### config.mk
export PLATFORM = sky130hd
export DESIGN_NAME = flash_prot_cfg
export DESIGN_NICKNAME = d
export VERILOG_FILES = /design/src/flash_prot_pkg.sv /design/src/flash_prot_cfg.sv
export VERILOG_INCLUDE_DIRS = /design/src /design/src/src
export SDC_FILE = /design/constraint.sdc
export NUM_CORES = 1
export LEC_CHECK = 0
export BUFFER_PORTS_ARGS = -buffer_cell sky130_fd_sc_hd__clkbuf_2
export CAP_MARGIN = 20
export CORE_UTILIZATION = 45
export CTS_BUF_LIST = sky130_fd_sc_hd__clkbuf_16
export DETAILED_ROUTE_END_ITERATION = 10
export PLACE_DENSITY = 0.88
export SYNTH_ARGS = -nofsm -noshare
export SYNTH_HDL_FRONTEND = slang
export SYNTH_SLANG_ARGS = --single-unit
### constraint.sdc
create_clock -name mclk_in -period 2.37 [get_ports mclk_in]
set_clock_uncertainty 0.05 [all_clocks]
set_input_delay 0.237 -clock mclk_in [delete_from_list [all_inputs] [get_ports mclk_in]]
set_output_delay 0.237 -clock mclk_in [all_outputs]
set_load 0.01 [all_outputs]
### src/flash_prot_map.svh
// Purpose: offsets, field positions, reset values of flash protection block
// Assumes: apb byte addresses, one register per word
// Notes:   definitions only
`ifndef FLASH_PROT_MAP_SVH
`define FLASH_PROT_MAP_SVH
`define SEC_OFFSET        12'h000
`define CFG_OFFSET        12'h008
`define PROT_OFFSET       12'h004
`define STAT_OFFSET       12'h00c
`define CMD_OFFSET        12'h010
`define CFG_BE_IE_BIT     7
`define CFG_CD_IE_BIT     6
`define CFG_KEY_BIT       5
`define PROT_POL_BIT      7
`define PROT_SPARE_BIT    6
`define PROT_UDIS_BIT     5
`define PROT_LDIS_BIT     2
`define STAT_BE_BIT       7
`define STAT_CD_BIT       6
`define STAT_PV_BIT       5
`define KEY_ENABLED       2'b10
`define CFG_RESET         8'h00
`define LOW_BASE          16'h4000
`define LOW_SIZE_MIN      16'h0200
`define HIGH_SIZE_MIN     16'h0800
`define NVM_PROT_ADDR     16'hff0d
`endif

### src/flash_prot_pkg.sv
// Purpose: types of the flash protection block
// Assumes: nothing
// Notes:   constants live in flash_prot_map.svh
package flash_prot_pkg;
   typedef enum logic [1:0] {
      CMD_PROGRAM    = 2'b00,
      CMD_SECT_ERASE = 2'b01,
      CMD_MASS_ERASE = 2'b10,
      CMD_NONE       = 2'b11
   } cmd_kind_type;

   typedef struct packed {
      logic        be_ie;
      logic        cd_ie;
      logic        key_gate;
   } cfg_type;

   typedef struct packed {
      logic        pol;
      logic        spare;
      logic        udis;
      logic [1:0]  usize;
      logic        ldis;
      logic [1:0]  lsize;
   } prot_type;

   typedef struct packed {
      cfg_type     cfg;
      prot_type    prot;
      logic        loaded;
      logic        protection_violation_flag;
      logic        be_flag;
      logic        cd_flag;
      logic        irq;
      logic        pready;
      logic [31:0] prdata;
      logic        cmd_ok;
      logic        cmd_rej;
   } state_type;
endpackage

### src/flash_prot_cfg.sv
// Purpose: configuration and protection registers of a flash controller
// Assumes: apb slave, protection byte presented at reset release
// Notes:   one wait state on every access
`timescale 1ns/100ps
`include "flash_prot_map.svh"

module flash_prot_cfg
   import flash_prot_pkg::*;
(
   input  wire logic         mclk_in,
   input  wire logic         rst_b_in,
   input  wire logic         psel_in,
   input  wire logic         penable_in,
   input  wire logic         pwrite_in,
   input  wire logic [11:0]  paddr_in,
   input  wire logic [31:0]  pwdata_in,
   input  wire logic [7:0]   nvm_prot_byte_in,
   input  wire logic [7:0]   security_register_in,
   input  wire logic         buffer_empty_set_in,
   input  wire logic         command_done_set_in,
   input  wire logic         cmd_valid_in,
   input  wire cmd_kind_type cmd_kind_in,
   input  wire logic [15:0]  cmd_addr_in,
   output logic              pready_out,
   output logic [31:0]       prdata_out,
   output logic              pslverr_out,
   output logic              irq_out,
   output logic              key_write_mode_out,
   output logic              cmd_accept_out,
   output logic              cmd_reject_out
);
   state_type s_r;
   state_type s_nxt;

   // scenario number: polarity, upper disable, lower disable
   function automatic logic [2:0] scen(input prot_type p);
      scen = {p.pol, p.udis, p.ldis};
   endfunction

   // legal scenario transitions, protection may only be added from idx 0 to 3; rows 4 to 7 also allow less
   function automatic logic allowed(input logic [2:0] f,
                                    input logic [2:0] t);
      logic [7:0] row;
      row = 8'h00;
      unique case (f)
         3'd0: row = 8'h0f;
         3'd1: row = 8'h0a;
         3'd2: row = 8'h0c;
         3'd3: row = 8'h08;
         3'd4: row = 8'h18;
         3'd5: row = 8'h3c;
         3'd6: row = 8'h5a;
         3'd7: row = 8'hff;
      endcase
      allowed = row[t];
   endfunction

   // scenario index from table order above
   function automatic logic [2:0] idx(input prot_type p);
      logic [2:0] k;
      k = scen(p);
      unique case (k)
         3'b111: idx = 3'd0;
         3'b110: idx = 3'd1;
         3'b101: idx = 3'd2;
         3'b100: idx = 3'd3;
         3'b011: idx = 3'd4;
         3'b001: idx = 3'd5;
         3'b010: idx = 3'd6;
         3'b000: idx = 3'd7;
      endcase
   endfunction

   function automatic logic in_low(input prot_type p,
                                   input logic [15:0] a);
      logic [15:0] sz;
      sz = 16'(`LOW_SIZE_MIN << p.lsize);
      in_low = (a >= `LOW_BASE) && (a < 16'(`LOW_BASE + sz));
   endfunction

   function automatic logic in_high(input prot_type p,
                                    input logic [15:0] a);
      logic [15:0] sz;
      sz = 16'(`HIGH_SIZE_MIN << p.usize);
      in_high = a >= 16'(17'h10000 - {1'b0, sz});
   endfunction

   function automatic logic is_prot(input prot_type p,
                                    input logic [15:0] a);
      logic lo;
      logic hi;
      lo = !p.ldis && in_low(p, a);
      hi = !p.udis && in_high(p, a);
      if (p.pol)
         is_prot = lo || hi;
      else if (p.udis && p.ldis)
         is_prot = 1'b1;
      else
         is_prot = !(lo || hi);
   endfunction

   // word returned for a read of the given offset
   function automatic logic [31:0] read_word(input state_type   s,
                                             input logic [11:0] a,
                                             input logic [7:0]  sec);
      logic [31:0] w;
      w = 32'h0;
      unique case (a)
         `CFG_OFFSET: begin
            w[`CFG_BE_IE_BIT] = s.cfg.be_ie;
            w[`CFG_CD_IE_BIT] = s.cfg.cd_ie;
            w[`CFG_KEY_BIT] = s.cfg.key_gate;
         end
         `PROT_OFFSET: begin
            w[7:0] = s.prot;
         end
         `SEC_OFFSET: begin
            w[7:0] = sec;
         end
         `STAT_OFFSET: begin
            w[`STAT_BE_BIT] = s.be_flag;
            w[`STAT_CD_BIT] = s.cd_flag;
            w[`STAT_PV_BIT] = s.protection_violation_flag;
         end
         default: begin
            w = 32'h0;
         end
      endcase
      read_word = w;
   endfunction

   // frozen size fields keep their value, polarity only falls
   function automatic prot_type merge(input prot_type cur,
                                      input prot_type w);
      prot_type c;
      c = cur;
      c.pol = cur.pol & w.pol;
      c.spare = w.spare;
      c.udis = w.udis;
      c.ldis = w.ldis;
      // size follows the write only while its range is disabled
      if (cur.udis) begin
         c.usize = w.usize;
      end
      if (cur.ldis) begin
         c.lsize = w.lsize;
      end
      merge = c;
   endfunction

   // mass erase needs every range open
   function automatic logic mass_ok(input prot_type p);
      mass_ok = p.pol && p.udis && p.ldis;
   endfunction

   // request level from the next flags and enables
   function automatic logic irq_of(input state_type s);
      logic be;
      logic cd;
      be = s.cfg.be_ie && s.be_flag;
      cd = s.cfg.cd_ie && s.cd_flag;
      irq_of = be || cd;
   endfunction

   // bus decode and command qualifiers
   logic     setup_acc;
   logic     done;
   logic     wr;
   logic     hit_prot;
   logic     hit_cfg;
   logic     hit_stat;
   prot_type wp;
   prot_type cand;
   logic     cmd_live;
   logic     viol;

   always_comb begin
      s_nxt = s_r;
      // access phase seen while ready still low: answer next edge
      setup_acc = psel_in && penable_in && !s_r.pready;
      // completing edge: ready sampled high with the request held
      done = psel_in && penable_in && s_r.pready;
      wr = done && pwrite_in;
      hit_prot = (paddr_in == `PROT_OFFSET);
      hit_cfg = (paddr_in == `CFG_OFFSET);
      hit_stat = (paddr_in == `STAT_OFFSET);
      wp = prot_type'(pwdata_in[7:0]);
      cand = merge(s_r.prot, wp);
      cmd_live = cmd_valid_in && (cmd_kind_in != CMD_NONE)
                 && !s_r.cfg.key_gate && s_r.loaded;
      viol = 1'b0;
      s_nxt.pready = setup_acc;
      s_nxt.cmd_ok = 1'b0;
      s_nxt.cmd_rej = 1'b0;

      if (!s_r.loaded) begin
         // strap caught on the first clock after reset release
         s_nxt.prot = prot_type'(nvm_prot_byte_in);
         s_nxt.loaded = 1'b1;
      end

      // read word captured early so it stands with ready
      if (setup_acc && !pwrite_in) begin
         s_nxt.prdata = read_word(s_r, paddr_in, security_register_in);
      end

      if (wr && hit_cfg) begin
         s_nxt.cfg.be_ie = pwdata_in[`CFG_BE_IE_BIT];
         s_nxt.cfg.cd_ie = pwdata_in[`CFG_CD_IE_BIT];
         // key gate moves only while backdoor access is enabled
         if (security_register_in[7:6] == `KEY_ENABLED) begin
            s_nxt.cfg.key_gate = pwdata_in[`CFG_KEY_BIT];
         end
      end

      // writes before the strap load are dropped; bad scenario drops all
      if (wr && hit_prot && s_r.loaded) begin
         if (allowed(idx(s_r.prot), idx(cand))) begin
            s_nxt.prot = cand;
         end
      end

      // write one clears; hardware set wins over clear
      if (wr && hit_stat) begin
         if (pwdata_in[`STAT_BE_BIT]) begin
            s_nxt.be_flag = 1'b0;
         end
         if (pwdata_in[`STAT_PV_BIT]) begin
            s_nxt.protection_violation_flag = 1'b0;
         end
         if (pwdata_in[`STAT_CD_BIT]) begin
            s_nxt.cd_flag = 1'b0;
         end
      end

      if (buffer_empty_set_in) begin
         s_nxt.be_flag = 1'b1;
      end
      if (command_done_set_in) begin
         s_nxt.cd_flag = 1'b1;
      end

      // key mode commands never reach protection checks
      if (cmd_live) begin
         if (cmd_kind_in == CMD_MASS_ERASE) begin
            viol = !mass_ok(s_r.prot);
         end else begin
            viol = is_prot(s_r.prot, cmd_addr_in);
         end
         s_nxt.cmd_ok = !viol;
         s_nxt.cmd_rej = viol;
         if (viol) begin
            s_nxt.protection_violation_flag = 1'b1;
         end
      end

      // irq follows next-state flags, so no extra cycle of lag
      s_nxt.irq = irq_of(s_nxt);
   end

   // one register stage holds every bit of state
   always_ff @(posedge mclk_in) begin
      if (!rst_b_in) begin
         s_r <= '0;
      end else begin
         s_r <= s_nxt;
      end
   end

   assign pready_out = s_r.pready;
   assign prdata_out = s_r.prdata;
   // no error response: unmapped reads give zero
   assign pslverr_out = 1'b0;
   assign irq_out = s_r.irq;
   assign key_write_mode_out = s_r.cfg.key_gate;
   assign cmd_accept_out = s_r.cmd_ok;
   assign cmd_reject_out = s_r.cmd_rej;
endmodule

# After elaboration in Yosys (flattened, before gate mapping)
# Memory sizes are Yosys's and may differ from the RTL's. A register that Yosys moved wholly into a read port is not among the register bits.
# Index checks and enable logic that the tools add are counted.
[classes]
addsub = 2
magnitude_cmp = 4
eq_ne = 8
shifts = 2
muxes = 27
bitwise_logic = 1
reduce_logical = 33
[op_table]
columns = ["operator", "count"]
rows = [
  ["$eq 12x4->1 const B", 2],
  ["$mux 8", 3],
  ["$logic_and 1x1->1", 20],
  ["$add 15x16->16 const A", 1],
  ["$ge 16x15->1 const B", 1],
  ["$ge 16x16->1", 1],
  ["$lt 16x16->1", 1],
  ["$shl 10x2->16 const A", 1],
  ["$shl 12x2->16 const A", 1],
  ["$sub 1x16->16 const A", 1],
  ["$mux 3", 5],
  ["$mux 1", 13],
  ["$eq 12x3->1 const B", 1],
  ["$logic_not 12->1", 1],
  ["$pmux 3 s4", 1],
  ["$pmux 5 s2", 1],
  ["$mux 9", 1],
  ["$logic_not 1->1", 8],
  ["$ne 3x3->1 const B", 2],
  ["$eq 2x2->1 const B", 2],
  ["$lt 3x4->1 const B", 1],
  ["$mux 2", 2],
  ["$reduce_and 2->1", 2],
  ["$bmux 1 s3", 1],
  ["3 further kinds", 4],
]
[word_totals]
regBits = 27
romBits = 104
inputBits = 86
out_inout_bits = 38
word_cells = 98
mem_count = 3
[memory_table]
columns = ["name", "words", "width", "read_ports", "rd_clocked_by_memory_dff", "wr", "line_no", "rtl"]
rows = [
  ["(no name shown)", 8, 7, 1, 0, 0, "flash_prot_cfg.sv:45", "unique case (f)"],
  ["(no name shown)", 8, 3, 1, 1, 0, "flash_prot_cfg.sv:62", "unique case (k)"],
  ["(no name shown)", 8, 3, 1, 0, 0, "flash_prot_cfg.sv:62", ""],
]

# Depth between registers and ports, before layout
# Gate-level depths: netlist of run 1.
[depth]
depth_word = 13
ltp_mapped = 7
mapped_depth_nobuf = 7

# Worst setup path after synthesis of run 1
# Ideal clock, no wire load.
[synth_timing]
path_type = "input to register"
startpoint = "input paddr_in[11]"
endpoint = "register s_r[47] (netlist bit)"
setup_ps = 120
t_arrival_ps = 1738
required_ps = 2200
slack_ps = 462
stages = 5
n_path_buf = 0
cell_sequence = "or4_4 > nor4_4 > nand4_4 > o21a_1 > or2_1"
[synth_via]
elab_chain_len = 4
[synth_rtl]
columns = ["element", "line_no", "rtl"]
rows = [
  ["start, declared", "flash_prot_cfg.sv:15", "input wire logic [11:0] paddr_in,"],
  ["$eq 12x3->1", "n/a", ""],
  ["$logic_and 1x1->1 (2 in a row)", "flash_prot_cfg.sv:217", "if (wr && hit_prot && s_r.loaded) begin"],
  ["$mux 8", "flash_prot_cfg.sv:217", ""],
  ["end signal, assigned", "flash_prot_cfg.sv:266", "s_r <= s_nxt;"],
  ["end, declared", "flash_prot_cfg.sv:32", "state_type s_r;"],
]
# No other way between the ends.
# A chain may end at the register's enable or synchronous reset.

# Worst setup path after layout of run 1
[layout_timing]
startpoint = "register s_r[40] (netlist bit)"
endpoint = "register s_r[38] (netlist bit)"
[layout_via]
elab_chain_len = 13
[layout_rtl]
columns = ["element", "line_no", "rtl"]
rows = [
  ["$shl 10x2->16 (no source line) (*)", "n/a", ""],
  ["$add 15x16->16 (no source line) (*)", "n/a", ""],
  ["$lt 16x16->1 (*)", "flash_prot_cfg.sv:78", "in_low = (a >= `LOW_BASE) && (a < 16'(`LOW_BASE + sz));"],
  ["$logic_and 1x1->1 (*)", "flash_prot_cfg.sv:78", ""],
  ["$logic_and 1x1->1 (*)", "flash_prot_cfg.sv:92", "lo = !p.ldis && in_low(p, a);"],
  ["$logic_or 1x1->1 (*)", "flash_prot_cfg.sv:95, flash_prot_cfg.sv:99", ""],
  ["$logic_not 1->1", "flash_prot_cfg.sv:99", "is_prot = !(lo || hi);"],
  ["$mux 1", "flash_prot_cfg.sv:96", "else if (p.udis && p.ldis)"],
  ["$mux 1 (*)", "flash_prot_cfg.sv:94", "if (p.pol)"],
  ["$mux 1 (*)", "flash_prot_cfg.sv:245", "if (cmd_kind_in == CMD_MASS_ERASE) begin"],
  ["$mux 1 (*)", "flash_prot_cfg.sv:244", "if (cmd_live) begin"],
  ["$mux 1 (*)", "flash_prot_cfg.sv:252", "if (viol) begin"],
  ["$mux 1 (*)", "flash_prot_cfg.sv:244", ""],
]
# Mark *: on every way between the ends. The rest lies on a longest branch, timed or not. The select of a mux whose other input is x is not followed.

==> results.json, run 1 <==
{
  "status": "finished, final reports clean",
  "cts_made_buffers": 5,
  "grt_overflow": 0,
  "ctsRootBufferMaster": "clkbuf_16",
  "final_area_um2": 2540,
  "fp.dieH_um": 71.68,
  "ys.flop_type": "dfxtp_1",
  "setup_viol": 0,
  "clkTransAtPathRegs_ns": 0.05,
  "portBuffers": 65,
  "maxClockFrequency_mhz": 483.8,
  "yosysSeqAreaShare": 0.2749,
  "nets": 401,
  "yosys.area.top_type_share": 0.2749,
  "ir_worst_vdd_mv": 0.4831,
  "pre_cts_ws_ns": 0.2621,
  "clk_path_buf_depth": 2,
  "synth_cell_type_count": 53,
  "ant_nets": 0,
  "design_power_total_uw": 1367,
  "dieArea_um2": 5137,
  "drv_cap": 0,
  "fillers": 422,
  "drt-initial-drc-count": 93,
  "min_path_cells": 1,
  "cts_tree": "done",
  "area.growth.synth_to_final_pct": 16.27,
  "synth-warning-count": 0,
  "p_leak_uw": 0.001150,
  "grt_usage": 0.2026,
  "post_dp_cell_area_um2": 2404,
  "dieWidth_um": 71.68,
  "syn_inst": 247,
  "rr_worst_depth": 7,
  "routed_via_density": 5.475,
  "cts.sinks": 30,
  "seq_area_um2": 600.6,
  "multi_input_area_um2": 1360,
  "yosys-top-cells-count": "34 x buf_4, 30 x dfxtp_1, 17 x nand2_1",
  "finalMaxSlewViolations": 0,
  "grt_max_degree": 17,
  "setup_tns_ns": 0,
  "hpwl_mm": 3.939,
  "ios": 124,
  "cts_hold_buf": 0,
  "yosys-top-cells-area": "dfxtp_1 27%, buf_4 12%, ha_1 5.7%",
  "synth_edf_count": 0,
  "insertion_delay_ns": 0.27,
  "post_cts_buffers": 0,
  "hold_class": "input pin to register",
  "num_rows": 24,
  "core_area_um2": 4504,
  "syn_area_um2": 2185,
  "synth_most_common_cell": "buf_4",
  "criticalPathCategory": "register to register",
  "postRouteWirelength_mm": 4.963,
  "start_kind": "register",
  "grt_pass1_wl_mm": 8.183,
  "yosysTopAreaCell": "dfxtp_1",
  "wire_per_inst_um": 13.86,
  "drt_pre_antenna_iters": 4,
  "power_density_nw_per_um2": 538.2,
  "grt_antenna_before_repair": 0,
  "min_period_over_period": 0.8721,
  "grt_pass1_vias": 1867,
  "n_antenna_cell": 0,
  "cts_resized": 0,
  "rsz0062_at_grt": "false",
  "synth-async-reset-ratio": 0,
  "final_hold_viol_count": 0,
  "synth_seq_cells": 30,
  "gp_congestion": 0.8931,
  "crit_required_ns": 2.46,
  "drive_above_1_share": 0.3105,
  "worstPathArrival_ns": 2.16,
  "end_kind": "register",
  "drc_errors": 0,
  "fin_crit_ns": 2.067,
  "cts_htree_levels": 2,
  "start_util": 0.4850,
  "finalWorstSetupSlack_ns": 0.3031,
  "vias": 1960,
  "avgSynthCellArea_um2": 8.845,
  "cp_max_fo": 7
}
-- critical path: stages (launching register included) --
cell	delay (ns)
dfxtp_1	0.37
or2_2	0.31
ha_1	0.27
o211ai_1	0.16
nand2_1	0.07
a211o_1	0.35
o211ai_1	0.24
o21ai_0	0.12
-- sequential cells by signal, indices dropped and copies added (netlist names), named ones only --
register,count
s_r,14
prdata_out,8
cmd_accept_out,1
cmd_reject_out,1
irq_out,1
key_write_mode_out,1
pready_out,1
-- area by class of cell --
class                   count  share of cell area
repair buffers             70              0.1429
clock buffers               5             0.04926
multi-input cells         194              0.5355
inverters                   4            0.005911
clock inverters             3            0.004433
flip-flops and latches     30              0.2365
well taps                  52             0.02562
-- worst paths after layout --
check / from / to / slack, ns
setup reg to reg: s_r[40] / s_r[38] / 0.30
hold / removal: rst_b_in / s_r[39] / 0.14
hold reg to reg: prdata_out[3] / prdata_out[3] / 0.40
setup / recovery: s_r[40] / s_r[38] / 0.30
-- where the power goes --
part / internal [uW] / total [uW] / switching [uW]
Sequential: 524 / 543 / 19.5
Clock: 376 / 583 / 207
Combinational: 109 / 240 / 131
-- cell usage in the layout, fill, tap and decap left out, drive strengths merged, types with 9 or more instances in the layout --
cell | synthesis | layout
ha | 10 | 10
conb | 1 | 26
mux2i | 12 | 12
nor2 | 9 | 9
a21oi | 12 | 12
dfxtp | 30 | 30
nor3 | 9 | 9
clkbuf | 7 | 70
nand2 | 18 | 18
-- metal layers --
| metal | share of wire | up-vias | global-route usage |
|---|---|---|---|
| li1 | - | 970 | - |
| met1 | 0.44 | 912 | 0.2489 |
| met2 | 0.50 | 68 | 0.3459 |
| met3 | 0.051 | 10 | 0.04360 |
| met4 | 0.013 | 0 | 0.07843 |
| met5 | 0 | - | 0 |
-- per-stage QoR --
step,instances,util,hold WS [ns]
finish,358,0.5639,0.1411
floorplan,272,-,0.2147
detailed placement,350,0.5336,0.3966
CTS,358,0.5639,0.1355
global placement,350,0.5336,0.3902
global route,358,0.5639,0.1553
-- cells by family after synthesis --
logic type / Yosys count / share of synthesized area
AND/OR/NAND/NOR: 82 / 0.2262
AO/OA/AOI/OAI: 54 / 0.1735
buffers and inverters: 48 / 0.1455
flip-flops: 30 / 0.2749
multiplexers: 21 / 0.1168
adder cells (fa/ha/maj): 10 / 0.05727
other: 1 / 0.001717
XOR/XNOR: 1 / 0.004010
Note: power is estimated with default switching activity, not from simulation.
==> inputs of run 2 (changes only) <==
Settings changed: ABC_AREA set to 1, HOLD_SLACK_MARGIN set to 0.15, PLACE_DENSITY 0.88 to 0.87, TNS_END_PERCENT set to 50.
==> results.json, run 2 <==
{
  "status": "finished, final reports clean",
  "pwr-share-seq": 0.401,
  "p_sw_uw": 373.6,
  "synth_most_common_cell": "nand2_1",
  "criticalPathCategory": "register to register",
  "portBuffers": 66,
  "design_power_total_uw": 1374,
  "cts_tree": "done",
  "drt-initial-drc-count": 87,
  "rsz0062_at_grt": "false",
  "p_int_uw": 1000,
  "p_comb_frac": 0.173,
  "syn_area_um2": 2233,
  "grt_usage": 0.1941,
  "power_density_nw_per_um2": 525.3,
  "grt_pass1_wl_mm": 7.838,
  "clk_path_buf_depth": 2,
  "setup_tns_ns": 0,
  "synth_edf_count": 0,
  "ant_nets": 0,
  "core_area_um2": 4755,
  "drive_above_1_share": 0.2366,
  "avgSynthCellArea_um2": 6.747,
  "hpwl_mm": 4.005,
  "post_cts_buffers": 0,
  "cts_resized": 0,
  "end_kind": "register",
  "yosys.area.top_type_share": 0.2689,
  "drv_cap": 0,
  "routed_via_density": 4.733,
  "ctsRootBufferMaster": "clkbuf_16",
  "min_from": "buffer_empty_set_in",
  "cts_htree_levels": 2,
  "postRouteWirelength_mm": 4.999,
  "mostFrequentLayoutCell": "nand2_1",
  "yosys-top-cells-count": "89 x nand2_1, 40 x inv_1, 35 x buf_4",
  "cts_hold_buf": 0,
  "ios": 124,
  "area.growth.synth_to_final_pct": 17.09,
  "maxClockFrequency_mhz": 553.2,
  "synth_cell_type_count": 34,
  "finalMaxSlewViolations": 0,
  "yosysTopAreaCell": "dfxtp_1",
  "cts_made_buffers": 5,
  "start_util": 0.4697,
  "dieWidth_um": 72.45,
  "dieArea_um2": 5249,
  "regMostFlops": "s_r",
  "synth-warning-count": 0,
  "timing.rr.start": "s_r[44]",
  "vias": 2177,
  "hold_class": "input pin to register",
  "start_kind": "register",
  "grt_overflow": 0,
  "cp_max_fo": 5,
  "yosysSeqAreaShare": 0.2689,
  "clkTransAtPathRegs_ns": 0.05,
  "num_rows": 25,
  "syn_inst": 331,
  "fp.dieH_um": 72.45,
  "yosys-top-cells-area": "dfxtp_1 27%, nand2_1 15%, buf_4 12%",
  "crit_start": "s_r[44]",
  "synth_seq_cells": 30,
  "switching_share": 0.2720,
  "wire_per_inst_um": 10.87,
  "grt_antenna_before_repair": 0,
  "insertion_delay_ns": 0.27,
  "ir_worst_vdd_mv": 0.3468,
  "crit_required_ns": 2.48,
  "fin_crit_ns": 1.808,
  "p_leak_uw": 0.001438,
  "min_period_over_period": 0.7628,
  "grt_max_degree": 15,
  "drc_errors": 0,
  "grt_pass1_vias": 1860,
  "worstPathArrival_ns": 1.92,
  "nets": 488,
  "cts.sinks": 30,
  "setup_viol": 0,
  "final_hold_viol_count": 0,
  "utilization": 0.5500,
  "clockPowerShare": 0.426,
  "layout_common_cells": "89 x nand2_1, 66 x clkbuf_2, 41 x inv_1",
  "synth-async-reset-ratio": 0,
  "n_antenna_cell": 0,
  "ys.flop_type": "dfxtp_1",
  "gp_congestion": 0.9001,
  "drt_pre_antenna_iters": 4,
  "largest_reg_flops": 14
}
-- run 2: cell count changes after synthesis, sizes merged, moves of 8 or more --
cell	before	now
nor2b	8	0
nor2	9	25
nand3	8	33
nand2	18	93
inv	4	43
-- run 2: per-stage QoR --
step / cell area [um2] / setup slack, ns / instances / hold slack [ns]
3_3_place_gp: 2477 / 0.6222 / 452 / 0.4036
5_1_grt: 2615 / 0.3589 / 460 / 0.1740
4_1_cts: 2615 / 0.5527 / 460 / 0.1630
2_1_floorplan: 2327 / 0.8072 / 356 / 0.2147
3_5_place_dp: 2477 / 0.5718 / 452 / 0.4142
6_report: 2615 / 0.5622 / 460 / 0.1619
-- run 2: power by group through the flow --
stage | clock network, uW | logic, uW | registers [uW]
6_report | 585 | 238 | 551
4_1_cts | 588 | 237 | 551
2_1_floorplan | 0 | 189 | 554
3_3_place_gp | 0 | 227 | 560
3_5_place_dp | 0 | 235 | 561
5_1_grt | 615 | 268 | 553
-- run 2: final cells by class --
cell class | count | area [um2]
Clock buffer | 5 | 125.1
Clock inverter | 3 | 12.51
Fill cell | 465 | 2140
Inverter | 44 | 166.4
Multi-Input combinational cell | 243 | 1281
Sequential cell | 30 | 600.6
Tap cell | 67 | 83.83
Timing Repair Buffer | 68 | 345.3
-- run 2: final timing paths --
kind / endpoint / slack, ns / depth (start not counted)
setup / recovery: s_r[38] / 0.56 / 16
hold / removal: s_r[37] / 0.16 / 3
setup reg to reg: s_r[38] / 0.56 / 16
hold reg to reg: prdata_out[6] / 0.42 / 2
-- run 2: logic make-up after synthesis --
kind of cell / Yosys count / share of synthesized area
AO/OA/AOI/OAI: 37 / 0.09916
adder cells (fa/ha/maj): 10 / 0.05602
buffers and inverters: 83 / 0.1994
flip-flops: 30 / 0.2689
multiplexers: 8 / 0.03586
other: 1 / 0.001679
AND/OR/NAND/NOR: 162 / 0.3389
-- run 2: metal layers --
layer | track usage | up-vias | share of wire
met5 | 0 | - | 0
met4 | 0.06318 | 0 | 0.010
met3 | 0.04444 | 6 | 0.072
met2 | 0.3448 | 86 | 0.50
met1 | 0.2301 | 956 | 0.42
li1 | - | 1129 | -
-- run 2: worst max-delay path, stage by stage, from the launching register on --
cell and delay [ns]:
dfxtp_1 0.34, inv_1 0.09, nand2_1 0.06, ha_1 0.28, inv_1 0.04, nor2_1 0.12
nand2_1 0.07, nand2_1 0.05, nand2_1 0.04, nand3_1 0.08, nand2_1 0.06, nand2_1 0.09
nand2_1 0.05, nand2_1 0.06, nand2_1 0.07, nand2_1 0.08, nand2_1 0.05
==> inputs of run 3 (changes only) <==
Clock period 2.37 ns to 1.7 ns, I/O delays scaled along.
==> results.json, run 3 (synthesis gave the netlist of run 2 again) <==
{
  "min_from": "security_register_in[6]",
  "cp_num_buf_inv": 2,
  "layout_common_cells": "76 x nand2_1, 66 x clkbuf_2, 35 x inv_1",
  "status": "finished, final reports clean",
  "crit_path_frequent_cell": "nand2_1",
  "mostFrequentLayoutCell": "nand2_1",
  "crit_start": "s_r[44]",
  "criticalPathCategory": "register to register",
  "insertion_delay_ns": 0.28,
  "cts.sinks": 30,
  "crit_path_top_delay_cell": "dfxtp_4",
  "p_leak_uw": 0.001594,
  "drv_cap": 0,
  "largest_reg_flops": 14,
  "hold_class": "input pin to register",
  "start_util": 0.4697,
  "utilization": 0.6445,
  "post_dp_cell_area_um2": 2590,
  "p_sw_uw": 595.5,
  "drc_errors": 0,
  "dieWidth_um": 72.45,
  "area.growth.synth_to_final_pct": 37.20,
  "regMostFlops": "s_r",
  "rsz0062_at_grt": "true",
  "core_area_um2": 4755,
  "grt_pass1_wl_mm": 8.838,
  "routed_via_density": 4.861,
  "ir_worst_vdd_mv": 0.5371,
  "min_period_over_period": 1.000,
  "ctsRootBufferMaster": "clkbuf_16",
  "drive_above_1_share": 0.3839,
  "p_int_uw": 1480,
  "worstPathArrival_ns": 1.82,
  "timing.rr.start": "s_r[44]",
  "clk_path_buf_depth": 2,
  "n_antenna_cell": 0,
  "maxClockFrequency_mhz": 588.2,
  "num_rows": 25,
  "ant_nets": 0,
  "cp_slowest_stage_delay_ns": 0.35,
  "hpwl_mm": 4.254,
  "worstPathCellList": "inv_2, nand2_2, ha_4, inv_2, nor2_2, nand2_1, nand2_1, nand2_1, nand3_2, nand2_1, nand2_2, nand2_1, nand2_1, nand2_2, nand2_2, nand2_1",
  "grt_max_degree": 14,
  "grt_usage": 0.2176,
  "setup_viol": 0,
  "start_kind": "register",
  "dieArea_um2": 5249,
  "worst_hold_slack_ns": 0.1528,
  "finalMaxSlewViolations": 0,
  "drt_pre_antenna_iters": 5,
  "fin_crit_ns": 1.700,
  "p_comb_frac": 0.231,
  "drt-initial-drc-count": 76,
  "grt_antenna_before_repair": 0,
  "final_area_um2": 3064,
  "power_density_nw_per_um2": 677.5,
  "grt_pass1_vias": 2129,
  "wire_per_inst_um": 12.40,
  "end_kind": "register",
  "critical-path-top-delay-family": "simple AND/OR/NAND/NOR gates",
  "nets": 517,
  "design_power_total_uw": 2076,
  "vias": 2377,
  "clkTransAtPathRegs_ns": 0.05,
  "portBuffers": 66,
  "ios": 124,
  "gp_congestion": 0.9100,
  "cts_tree": "done",
  "clockPowerShare": 0.398,
  "grt_overflow": 0,
  "switching_share": 0.2869,
  "postRouteWirelength_mm": 6.062,
  "fp.dieH_um": 72.45,
  "cp_max_fo": 4,
  "cts_htree_levels": 2,
  "crit_required_ns": 1.82,
  "final_hold_viol_count": 0,
  "pwr-share-seq": 0.371,
  "cts_made_buffers": 5
}
[run 3: cell count changes in the layout (fill, tap and decap cells not counted), sizes merged]
cell / delta
inv: +1
dlygate4sd3: +3
clkinv: -1
buf: +26
[run 3: through the flow]
step	setup WS, ns	std cells	setup TNS (ns)
CTS	0.0005385	485	0
global route	-0.1120	489	-0.4847
floorplan	0.1372	356	0
detailed placement	-0.06060	467	-0.1207
global placement	-0.02354	467	-0.03850
finish	0.0000001110	489	0
[run 3: worst paths after layout]
kind                             end  slack [ns]  depth (start not counted)
setup / recovery             s_r[38]   0.0000001                         16
hold / removal    key_write_mode_out        0.15                          4
setup reg to reg             s_r[38]   0.0000001                         16
hold reg to reg        prdata_out[6]        0.42                          2
[run 3: layout make-up]
class	instances	area, um2
Inverter	44	167.7
Fill cell	401	1690
Clock inverter	3	12.51
Clock buffer	5	125.1
Multi-Input combinational cell	243	1479
Tap cell	67	83.83
Sequential cell	30	614.3
Timing Repair Buffer	97	581.8
[run 3: worst min-delay path: cells and delay by family]
family | cells | cell delay [ns]
AOI/OAI and AO/OA | 1 | 0.06
and+or+nand+nor | 1 | 0.08
buffers and inverters | 2 | 0.11
[run 3: power by group through the flow]
stage                     registers [uW]  clock network [uW]  logic [uW]
after floorplan                      772                   0         263
after global placement               775                   0         348
after detailed placement             776                   0         363
after CTS                            764                 839         397
after global routing                 773                 872         528
final                                770                 826         480
[run 3: repair_timing]
action                                 CTS  global route
pin swaps                                9            25
setup buffers                            7             4
setup endpoints to repair                3            18
resized for setup                       12            45
hold buffers                             3             0
endpoints found under the hold margin    5             0
[run 3: per-layer routing]
layer  global-route usage  share of wire  vias up
li1                     -              -     1191
met1               0.2472           0.39     1049
met2               0.3853           0.50      113
met3              0.05972          0.075       24
met4              0.08497          0.038        0
met5                    0              0        -
